**config.mk**
```make
export PLATFORM = sky130hd
export DESIGN_NAME = cdv_clock_div
export DESIGN_NICKNAME = d
export VERILOG_FILES = /design/src/cdv_pkg.sv /design/src/cdv_clock_div.sv
export SDC_FILE = /design/constraint.sdc
export NUM_CORES = 1
export LEC_CHECK = 0
export ABC_AREA = 1
export BUFFER_PORTS_ARGS = -buffer_cell sky130_fd_sc_hd__buf_2
export CAP_MARGIN = 15
export CORE_ASPECT_RATIO = 1.4
export CORE_MARGIN = 3
export CORE_UTILIZATION = 49
export CTS_CLUSTER_DIAMETER = 120
export DETAILED_ROUTE_END_ITERATION = 7
export GPL_TIMING_DRIVEN = 1
export PLACE_DENSITY = 0.85
export SYNTH_ARGS = -nofsm -noshare
export SYNTH_HDL_FRONTEND = slang
export SYNTH_SLANG_ARGS = --single-unit
```
**constraint.sdc**
```tcl
create_clock -name clk -period 2.2 [get_ports clk]
set_input_delay 0.11 -clock clk [delete_from_list [all_inputs] [get_ports clk]]
set_output_delay 0.11 -clock clk [all_outputs]
set_load 0.01 [all_outputs]
```
**src/cdv_pkg.sv**
```systemverilog
// Constants shared by the divide-by-three / divide-by-five clock divider
package cdv_pkg;
    // Divide ratios, counted in input half periods
    localparam logic [2:0] CDV_TERM_DIV3   = 3'h3;
    localparam logic [2:0] CDV_TERM_DIV5   = 3'h5;
    localparam logic [2:0] CDV_CNT_RST     = 3'h0;

    // Clock and fail-safe timing
    localparam int         CDV_CLK_MHZ     = 125;
    localparam int         CDV_GUARD_NS    = 1000;
    localparam int         CDV_GUARD_CYC_I = (CDV_GUARD_NS * CDV_CLK_MHZ) / 1000;
    localparam logic [7:0] CDV_GUARD_CYC   = CDV_GUARD_CYC_I[7:0];

    // Register map, byte addresses
    localparam logic [7:0] CDV_CTRL_OFS    = 8'h00;
    localparam logic [7:0] CDV_STAT_OFS    = 8'h04;
    localparam int         CDV_CTRL_GATE   = 0;
    localparam int         CDV_STAT_GUARD  = 0;
    localparam int         CDV_STAT_Q      = 1;
    localparam int         CDV_STAT_RATIO  = 2;
    localparam int         CDV_STAT_RUN    = 3;
    localparam int         CDV_STAT_CNT    = 4;
    localparam logic       CDV_CTRL_RST    = 1'b1;

    typedef enum logic [2:0] {
        CDV_ST_OFF  = 3'b001,
        CDV_ST_RUN  = 3'b010,
        CDV_ST_HOLD = 3'b100
    } cdv_state_t;
endpackage

```
**src/cdv_clock_div.sv**
```systemverilog
// Divide-by-three / divide-by-five clock divider with gate, clear and fail-safe input
//
// Notes on behaviour
// RQ1: Output clock runs at input rate divided by three or by five.
// RQ2: Ratio pick low gives three, high gives five, when gate and clear high.
// RQ3: Gate low holds true output low and complement output high.
// RQ4: Gate change acts after an input rising edge then a falling edge.
// RQ5: Unconnected gate input reads high, output enabled.
// RQ6: Clear low forces outputs low/high at once, no clock edge needed.
// RQ7: Unconnected clear input reads high, device not held in clear.
// RQ8: Missing or tiny input clock leaves outputs steady, no oscillation.
// RQ9: Open differential input settles to a defined level.
// RQ10: Divide-by-three high time within 46 to 54 percent of period.
// RQ11: Divide-by-five high time within 47 to 53 percent of period.
// RQ12: Works from very low input rates up to the top rate.
// RQ13: Clear overrides gate and ratio, and resets the divide counter.
module cdv_clock_div
    import cdv_pkg::*;
(
    // System
    input  wire logic        clk,
    input  wire logic        rst_b,
    // Divided clock input pair, sampled on clk
    input  wire logic        clk_in_p,
    input  wire logic        clk_in_n,
    // Control pins, gate and clear pulled high when left open
    input  wire logic        gate_en        = 1'b1,  // [RQ5]
    input  wire logic        master_clear_n = 1'b1,  // [RQ7]
    input  wire logic        ratio_pick,
    // Divided clock output pair and guard status
    output logic             q_out,
    output logic             q_out_n,
    output logic             input_guard,
    // APB slave
    input  wire logic        psel,
    input  wire logic        penable,
    input  wire logic        pwrite,
    input  wire logic [7:0]  paddr,
    input  wire logic [31:0] pwdata,
    output logic             pready,
    output logic [31:0]      prdata,
    output logic             pslverr
);
    logic       clr_b;
    logic       lvl_reg;
    logic       lvl_next;
    logic       in_rise;
    logic       in_fall;
    logic       in_edge;
    logic       gate_rise_reg;
    logic       gate_run_reg;
    logic       sw_gate_reg;
    logic       ratio_reg;
    logic [2:0] cnt_reg;
    logic [2:0] term;
    logic [7:0] idle_reg;
    logic       guard_next;
    logic       wrap;
    logic       parked;
    logic       gate_want;
    logic       bus_take;
    logic       sel_ctrl;
    logic       sel_stat;
    logic [6:0] stat_bits;
    logic [6:0] rd_bits;
    logic [7:0] idle_next;
    cdv_state_t state_reg;
    cdv_state_t state_next;

    // Clear acts asynchronously together with the system reset
    assign clr_b = rst_b & master_clear_n;  // [RQ6] [RQ13]

    // Equal legs mean open or collapsed input: keep last level
    // Input pair is sampled on clk, so each half period needs several clk cycles
    always_comb begin
        if (clk_in_p != clk_in_n) begin
            lvl_next = clk_in_p;  // [RQ9]
        end else begin
            lvl_next = lvl_reg;  // [RQ9] [RQ8]
        end
    end
    assign in_rise  = lvl_next & ~lvl_reg;
    assign in_fall  = ~lvl_next & lvl_reg;
    assign in_edge  = in_rise | in_fall;

    always_ff @(posedge clk or negedge rst_b) begin
        if (!rst_b) begin
            lvl_reg <= 1'b0;
        end else begin
            lvl_reg <= lvl_next;
        end
    end

    // Pin and software gate must both allow the output
    assign gate_want = gate_en & sw_gate_reg;  // [RQ3]

    // Gate captured on input rise
    always_ff @(posedge clk or negedge clr_b) begin
        if (!clr_b) begin
            gate_rise_reg <= 1'b0;
        end else if (in_rise) begin
            gate_rise_reg <= gate_want;  // [RQ4]
        end
    end

    // Applied on the following fall, whatever the phase of q_out, so a high output phase can be cut short
    always_ff @(posedge clk or negedge clr_b) begin
        if (!clr_b) begin
            gate_run_reg <= 1'b0;
        end else if (in_fall) begin
            gate_run_reg <= gate_rise_reg;  // [RQ4]
        end
    end

    // Fail-safe watchdog; saturates so a dead input never wraps back to quiet
    always_comb begin
        idle_next = idle_reg;
        if (in_edge) begin
            idle_next = 8'h00;
        end else if (idle_reg != CDV_GUARD_CYC) begin
            idle_next = idle_reg + 8'h01;
        end
    end

    always_ff @(posedge clk or negedge rst_b) begin
        if (!rst_b) begin
            idle_reg <= 8'h00;
        end else begin
            idle_reg <= idle_next;
        end
    end
    assign guard_next = (idle_reg == CDV_GUARD_CYC) && !in_edge;  // [RQ8]

    always_comb begin
        state_next = state_reg;
        case (state_reg)
            CDV_ST_OFF: begin
                if (gate_run_reg && in_fall) begin
                    state_next = CDV_ST_RUN;
                end
            end
            CDV_ST_RUN: begin
                if (!gate_run_reg) begin
                    state_next = CDV_ST_OFF;
                end else if (guard_next) begin
                    state_next = CDV_ST_HOLD;
                end
            end
            CDV_ST_HOLD: begin
                if (!gate_run_reg) begin
                    state_next = CDV_ST_OFF;
                end else if (in_edge) begin
                    state_next = CDV_ST_RUN;
                end
            end
            default: begin
                state_next = CDV_ST_OFF;
            end
        endcase
    end

    always_ff @(posedge clk or negedge clr_b) begin
        if (!clr_b) begin
            state_reg <= CDV_ST_OFF;
        end else begin
            state_reg <= state_next;
        end
    end

    // Counting both input edges gives an exact half period: 50 percent duty
    always_comb begin
        case (ratio_reg)
            1'b0: begin
                term = CDV_TERM_DIV3;  // [RQ2]
            end
            1'b1: begin
                term = CDV_TERM_DIV5;  // [RQ2]
            end
            default: begin
                term = CDV_TERM_DIV3;
            end
        endcase
    end
    assign wrap   = (cnt_reg == term - 3'h1);
    assign parked = (state_reg == CDV_ST_OFF) || !gate_run_reg;  // [RQ3]

    // Half period counter; no edges, no counting
    always_ff @(posedge clk or negedge clr_b) begin
        if (!clr_b) begin
            cnt_reg <= CDV_CNT_RST;  // [RQ13]
        end else if (parked) begin
            cnt_reg <= CDV_CNT_RST;
        end else if (in_edge) begin
            if (wrap) begin
                cnt_reg <= CDV_CNT_RST;
            end else begin
                cnt_reg <= cnt_reg + 3'h1;  // [RQ1]
            end
        end
    end

    // Ratio changes only at a toggle or while parked, never mid half period
    always_ff @(posedge clk or negedge clr_b) begin
        if (!clr_b) begin
            ratio_reg <= 1'b0;  // [RQ13]
        end else if (parked) begin
            ratio_reg <= ratio_pick;  // [RQ2]
        end else if (in_edge && wrap) begin
            ratio_reg <= ratio_pick;  // [RQ2]
        end
    end

    // True output rests at its level while no edges arrive
    always_ff @(posedge clk or negedge clr_b) begin
        if (!clr_b) begin
            q_out <= 1'b0;  // [RQ6]
        end else if (parked) begin
            q_out <= 1'b0;  // [RQ3]
        end else if (in_edge && wrap) begin
            q_out <= ~q_out;  // [RQ1] [RQ10] [RQ11] [RQ12]
        end
    end

    // Complement in its own flop so both pins leave registers
    always_ff @(posedge clk or negedge clr_b) begin
        if (!clr_b) begin
            q_out_n <= 1'b1;  // [RQ6]
        end else if (parked) begin
            q_out_n <= 1'b1;  // [RQ3]
        end else if (in_edge && wrap) begin
            q_out_n <= q_out;  // [RQ1]
        end
    end

    always_ff @(posedge clk or negedge rst_b) begin
        if (!rst_b) begin
            input_guard <= 1'b0;
        end else begin
            input_guard <= guard_next;  // [RQ8]
        end
    end

    // APB slave, one wait state per access
    assign bus_take = psel && penable && !pready;
    assign sel_ctrl = (paddr == CDV_CTRL_OFS);
    assign sel_stat = (paddr == CDV_STAT_OFS);

    // Status word, low bits only; upper bits read as zero
    always_comb begin
        stat_bits                    = 7'h00;
        stat_bits[CDV_STAT_GUARD]    = input_guard;
        stat_bits[CDV_STAT_Q]        = q_out;
        stat_bits[CDV_STAT_RATIO]    = ratio_reg;
        stat_bits[CDV_STAT_RUN]      = (state_reg == CDV_ST_RUN);
        stat_bits[CDV_STAT_CNT +: 3] = cnt_reg;
    end

    // Writes to the status word are dropped without error
    always_comb begin
        rd_bits = 7'h00;
        if (!pwrite) begin
            if (sel_ctrl) begin
                rd_bits[CDV_CTRL_GATE] = sw_gate_reg;
            end else if (sel_stat) begin
                rd_bits = stat_bits;
            end
        end
    end

    // Single cycle ready pulse
    always_ff @(posedge clk or negedge rst_b) begin
        if (!rst_b) begin
            pready <= 1'b0;
        end else begin
            pready <= bus_take;
        end
    end

    // Unmapped offsets answer with an error
    always_ff @(posedge clk or negedge rst_b) begin
        if (!rst_b) begin
            pslverr <= 1'b0;
        end else begin
            pslverr <= bus_take && !sel_ctrl && !sel_stat;
        end
    end

    // Read data only valid alongside ready
    always_ff @(posedge clk or negedge rst_b) begin
        if (!rst_b) begin
            prdata <= 32'h0000_0000;
        end else if (bus_take) begin
            prdata <= {25'h0, rd_bits};
        end else begin
            prdata <= 32'h0000_0000;
        end
    end

    // Software gate, reset to enabled
    always_ff @(posedge clk or negedge rst_b) begin
        if (!rst_b) begin
            sw_gate_reg <= CDV_CTRL_RST;
        end else if (bus_take && pwrite && sel_ctrl) begin
            sw_gate_reg <= pwdata[CDV_CTRL_GATE];
        end
    end
endmodule

```
### After elaboration in Yosys (flattened, before gate mapping)

Cells that the tools add are included.

| word-level totals | value |
|---|---|
| output and inout bits | 37 |
| input bits | 50 |
| flip-flop bits (word level) | 31 |
| word-level logic and storage cells | 81 |

| operators by class | value |
|---|---|
| eq/ne operators | 11 |
| mux-type cells | 24 |
| bitwise gates (word level) | 9 |
| reductions and logical operators | 20 |
| add/sub/neg operators | 3 |

Operators by type and width:

| operator | count |
|---|---|
| $mux W3 | 8 |
| $mux W7 | 3 |
| $mux W8 | 2 |
| $logic_and A1 B1 Y1 | 9 |
| $pmux W3 S3 | 1 |
| $add A8 B1 Y8 const B | 1 |
| $eq A8 B3 Y1 const B | 1 |
| $eq A8 B7 Y1 const B | 1 |
| $logic_not A8 Y1 | 1 |
| $mux W1 | 8 |
| $ne A8 B7 Y1 const B | 1 |
| $mux W6 | 1 |
| $ne A3 B3 Y1 const B | 2 |
| $pmux W3 S2 | 1 |
| $reduce_bool A2 Y1 | 3 |
| $logic_not A1 Y1 | 5 |
| $and A1 B1 Y1 | 4 |
| $not A1 Y1 | 4 |
| $add A3 B1 Y3 const B | 1 |
| $eq A3 B1 Y1 const B | 1 |
| $eq A3 B2 Y1 const B | 1 |
| $eq A3 B3 Y1 | 1 |
| $eq A3 B3 Y1 const B | 1 |
| $reduce_and A3 Y1 | 1 |
| 5 further kinds | 5 |

### Logic depth before layout (Yosys ltp)

| depth | value |
|---|---|
| depth after elaboration | 10 |
| depth in mapped cells | 9 |
| gate-level depth less buffers | 9 |

### Worst setup path after synthesis

OpenSTA, ideal clock, no wires.

| timing | value |
|---|---|
| path kind | flip-flop to flip-flop |
| start point | reg lvl_reg |
| end point | reg q_out |
| arrival time | 1370 ps |
| setup slack | 765 ps |
| library setup time | 65 ps |
| stages on the path, launching flop included | 10 |
| required time | 2135 ps |
| path buffers | 1 |
| clock period less this slack | 1435 ps |
| cell sequence | dfrtp_1 > nor2_1 > a21oi_1 > ha_1 > buf_6 > inv_1 > nand3_1 > nand2_1 > nand2_1 > nand2_1 |

| between the ends | value |
|---|---|
| cells in the longest elaborated chain, start to end | 6 |
| elaborated cells between the ends (all ways) | 8 |
| classes of those cells | 1 x mux; 5 x bitwise; 2 x reduce/logical |

RTL lines:

| item | RTL line | RTL |
|---|---|---|
| start: declaration | cdv_clock_div.sv:45 | `logic lvl_reg;` |
| start signal: assignment | cdv_clock_div.sv:90 | `lvl_reg <= lvl_next;` |
| $mux W1 | cdv_clock_div.sv:76 | `if (clk_in_p != clk_in_n) begin` |
| $not A1 Y1 | cdv_clock_div.sv:83 | `assign in_fall = ~lvl_next & lvl_reg;` |
| $and A1 B1 Y1 | cdv_clock_div.sv:83 |  |
| $or A1 B1 Y1 * | cdv_clock_div.sv:84 | `assign in_edge = in_rise \| in_fall;` |
| $logic_and A1 B1 Y1 * | cdv_clock_div.sv:219 | `end else if (in_edge && wrap) begin` |
| $reduce_bool A2 Y1 (no source line) * | - |  |
| end signal: assignment | cdv_clock_div.sv:220 | `q_out <= ~q_out;` |
| end: declaration | cdv_clock_div.sv:31 | `output logic q_out,` |

Mark *: on every way between the ends. The rest lies on a longest branch, timed or not.
A chain may end at the register's enable or synchronous reset.

### Worst setup path after layout

| timing | value |
|---|---|
| start point | reg lvl_reg |
| end point | reg state_reg[2] |

| between the ends | value |
|---|---|
| cells in the longest elaborated chain, start to end | 8 |
| elaborated cells between the ends (all ways) | 13 |
| classes of those cells | 3 x eq/ne; 1 x mux; 5 x bitwise; 4 x reduce/logical |

RTL lines:

| item | RTL line | RTL |
|---|---|---|
| $mux W1 | cdv_clock_div.sv:76 |  |
| $not A1 Y1 | cdv_clock_div.sv:83 |  |
| $and A1 B1 Y1 | cdv_clock_div.sv:83 |  |
| $or A1 B1 Y1 * | cdv_clock_div.sv:84 |  |
| $logic_not A1 Y1 * | cdv_clock_div.sv:132 | `assign guard_next = (idle_reg == CDV_GUARD_CYC) && !in_edge;` |
| $logic_and A1 B1 Y1 * | cdv_clock_div.sv:132 |  |
| via guard_next | cdv_clock_div.sv:57 | `logic guard_next;` |
| $ne A3 B3 Y1 (no source line) * | - |  |
| $reduce_and A3 Y1 (no source line) * | - |  |
| end signal: assignment | cdv_clock_div.sv:166 | `state_reg <= state_next;` |
| end: declaration | cdv_clock_div.sv:67 | `cdv_state_t state_reg;` |

The timed path passes the listed nets; every way through them passes the cells marked *.

==> metrics.txt <==
status=finished, final reports clean; CTS Buf Count=5; core area=3240 µm²; Pins Over Slew Limit=0; DRC viols=0; initial antenna violation count=0; Starting Density=52.9%; Area growth, synth to finish=12.7%; GRT overflow=0; most common cell after layout, fill and taps aside=nand2_1; Ports=87; post-route setup slack=0.666 ns; Die Area=4260 µm²; Warnings, synthesis=0; Hold Path Depth=3; CP Class=reg -> reg; antenna viol nets, final=0; Final Wtd Congestion=0.815; FFs w/ async S/R, synth=100%; Tot GR Track Use=16.3%; root buffer cell=clkbuf_8; Primary FF master, synth=dfrtp_1; R2R Path Start=lvl_reg$_DFF_PN0_; Chip Width=56.0 µm; max reg flops=8; CTS tree=done; Post-Synthesis Cells=209; first-pass GRT wire length=5490 µm; 1st-iter DRT viols=43; dpl cells=277; Pwr Density=709 nW/µm²; # setup viols final=0; FF+latch count, synth=31; Final min period=1.53 ns; worst hold path type=in -> reg; Yosys cell types=28; Sink Count=31; Vias=1,384; wire per inst=10.9 µm; r2r setup slk=0.67 ns; Critical Path AT=1.71 ns; Worst-path clk slew=0.06 ns; sequential share of the synthesized area=45.4%; pin count of the biggest net entering global routing=22; Hold Vio Cnt, Final=0; WL final=3120 µm; Final Non-Filler Cells=287; reg2reg end=state_reg[2]$_DFFE_PN0P_; Hold Path Sink=ratio_reg$_DFFE_PN0P_; share of cells above drive strength 1=21.0%; Place WS=0.655 ns; Post-CTS Resized=0; mapped cell area=1720 µm²; Die H=76.0 µm; HPWL Detailed=2410 µm; first drt pass iteration count=5; final worst path period share=69.7%; Final nets=301; leakage=0.00105 µW; Max Cap Viol=0; number of H-tree levels=2; setup TNS=0 ns; HP Start=ratio_pick; CP Max Fanout=8; Post-synth EDFFs=0; slowest CP cell=dfrtp_1; critical path's largest stage delay=0.41 ns; clock latency on the worst-skew pair=0.28 ns; CTS Buffer Depth=2; Worst EP required=2.37 ns; Syn Area/Cell=8.21 µm²; Reg2Reg Depth=8; via density per instance=4.82; Power Total=1370 µW; Rows=24; maximum VDD drop=0.472 mV; clock skew=0.00521 ns; most frequent cells in the layout=nand2_1, buf_2, dfrtp_1; diode count=0; Peak Freq=652 MHz; number of port buffers=30; Worst Setup Start Kind=flip-flop; vias in the first global route=1,366; CP endpoint kind=flip-flop; CP cell instances=nor2_1 > a21oi_1 > ha_1 > buf_4 > nand3_2 > clkinv_2 > nand4_1 > nand2_1; unrepaired setup endpoints after global routing=no
==> cells by family after synthesis <==
family	Yosys count	synth area share (%)
adders and majority gates	4	2.92
DFF	31	45.4
other	1	0.219
buffers and inverters	55	18.0
xor gates and xnor gates	1	0.511
AOI/OAI and AO/OA	17	5.62
and+or+nand+nor	100	27.3
==> through the flow <==
step | area, µm² | hold slack, ns | util, %
floorplan | 1810 | -0.186 | -
global placement | 1810 | 0.0932 | 55.9
detailed placement | 1810 | 0.0937 | 55.9
CTS | 1930 | 0.0228 | 59.6
global route | 1930 | 0.0508 | 59.6
finish | 1930 | 0.0295 | 59.6
==> how the worst max path moves through the flow <==
stage / startpoint / end / slack, ns / depth (start not counted)
4_1_cts: lvl_reg$_DFF_PN0_ / idle_reg[0]$_DFFE_PN0N_ / 0.64 / 6
3_3_place_gp: lvl_reg$_DFF_PN0_ / state_reg[2]$_DFFE_PN0P_ / 0.69 / 8
3_5_place_dp: lvl_reg$_DFF_PN0_ / idle_reg[0]$_DFFE_PN0N_ / 0.66 / 6
2_1_floorplan: lvl_reg$_DFF_PN0_ / q_out$_DFFE_PN0P_ / 0.77 / 9
5_1_grt: lvl_reg$_DFF_PN0_ / state_reg[2]$_DFFE_PN0P_ / 0.53 / 8
6_report: lvl_reg$_DFF_PN0_ / state_reg[2]$_DFFE_PN0P_ / 0.67 / 8
==> area by class of cell <==
type | count | area, µm²
fill | 298 | 1310
sequential | 31 | 779
multi-input combinational | 147 | 717
timing repair buffer | 33 | 178
inverter | 29 | 110
clock buffer | 8 | 100
tap | 39 | 48.8
==> critical path, delay by kind of cell (launching register included) <==
kind	cells	cell delay, ns
AO/OA/AOI/OAI	1	0.06
adder cells (fa/ha/maj)	1	0.31
buffers and inverters	2	0.27
flip-flops	1	0.41
AND/OR/NAND/NOR	4	0.37
==> synthesized netlist by cell type (2+ instances only) <==
cell type | instances | area (µm²)
nand2_1 | 39 | 146
dfrtp_1 | 28 | 701
inv_1 | 27 | 101
buf_4 | 25 | 188
nor2_1 | 25 | 93.8
nand3_1 | 15 | 75.1
nand4_1 | 9 | 56.3
o21ai_0 | 8 | 40.0
ha_1 | 4 | 50.1
nand2_2 | 4 | 25.0
a21oi_1 | 3 | 15.0
dfstp_2 | 3 | 78.8
nand3_2 | 3 | 30.0
nor2_4 | 2 | 22.5
==> power breakdown <==
group	internal (µW)	switching [µW]	leakage, µW
Sequential	616	36.5	0.000412
Clock	285	203	0.0000515
Combinational	81.3	149	0.000584
Total	983	388	0.00105
==> layer usage <==
metal | vias to the layer above | track usage (%) | part of all wire (%)
met2 | 56 | 28.2 | 51
met3 | 7 | 4.58 | 7.4
met5 | - | 0 | 0
met4 | 0 | 10.5 | 2.8
li1 | 691 | - | -
met1 | 630 | 16.9 | 38
==> timing repair <==
action	CTS	global route
setup endpoints to repair	0	0
buffers inserted	0	0
hold endpoints to repair	28	0
hold buffers	2	0
Note: power is estimated with default switching activity, not from simulation.
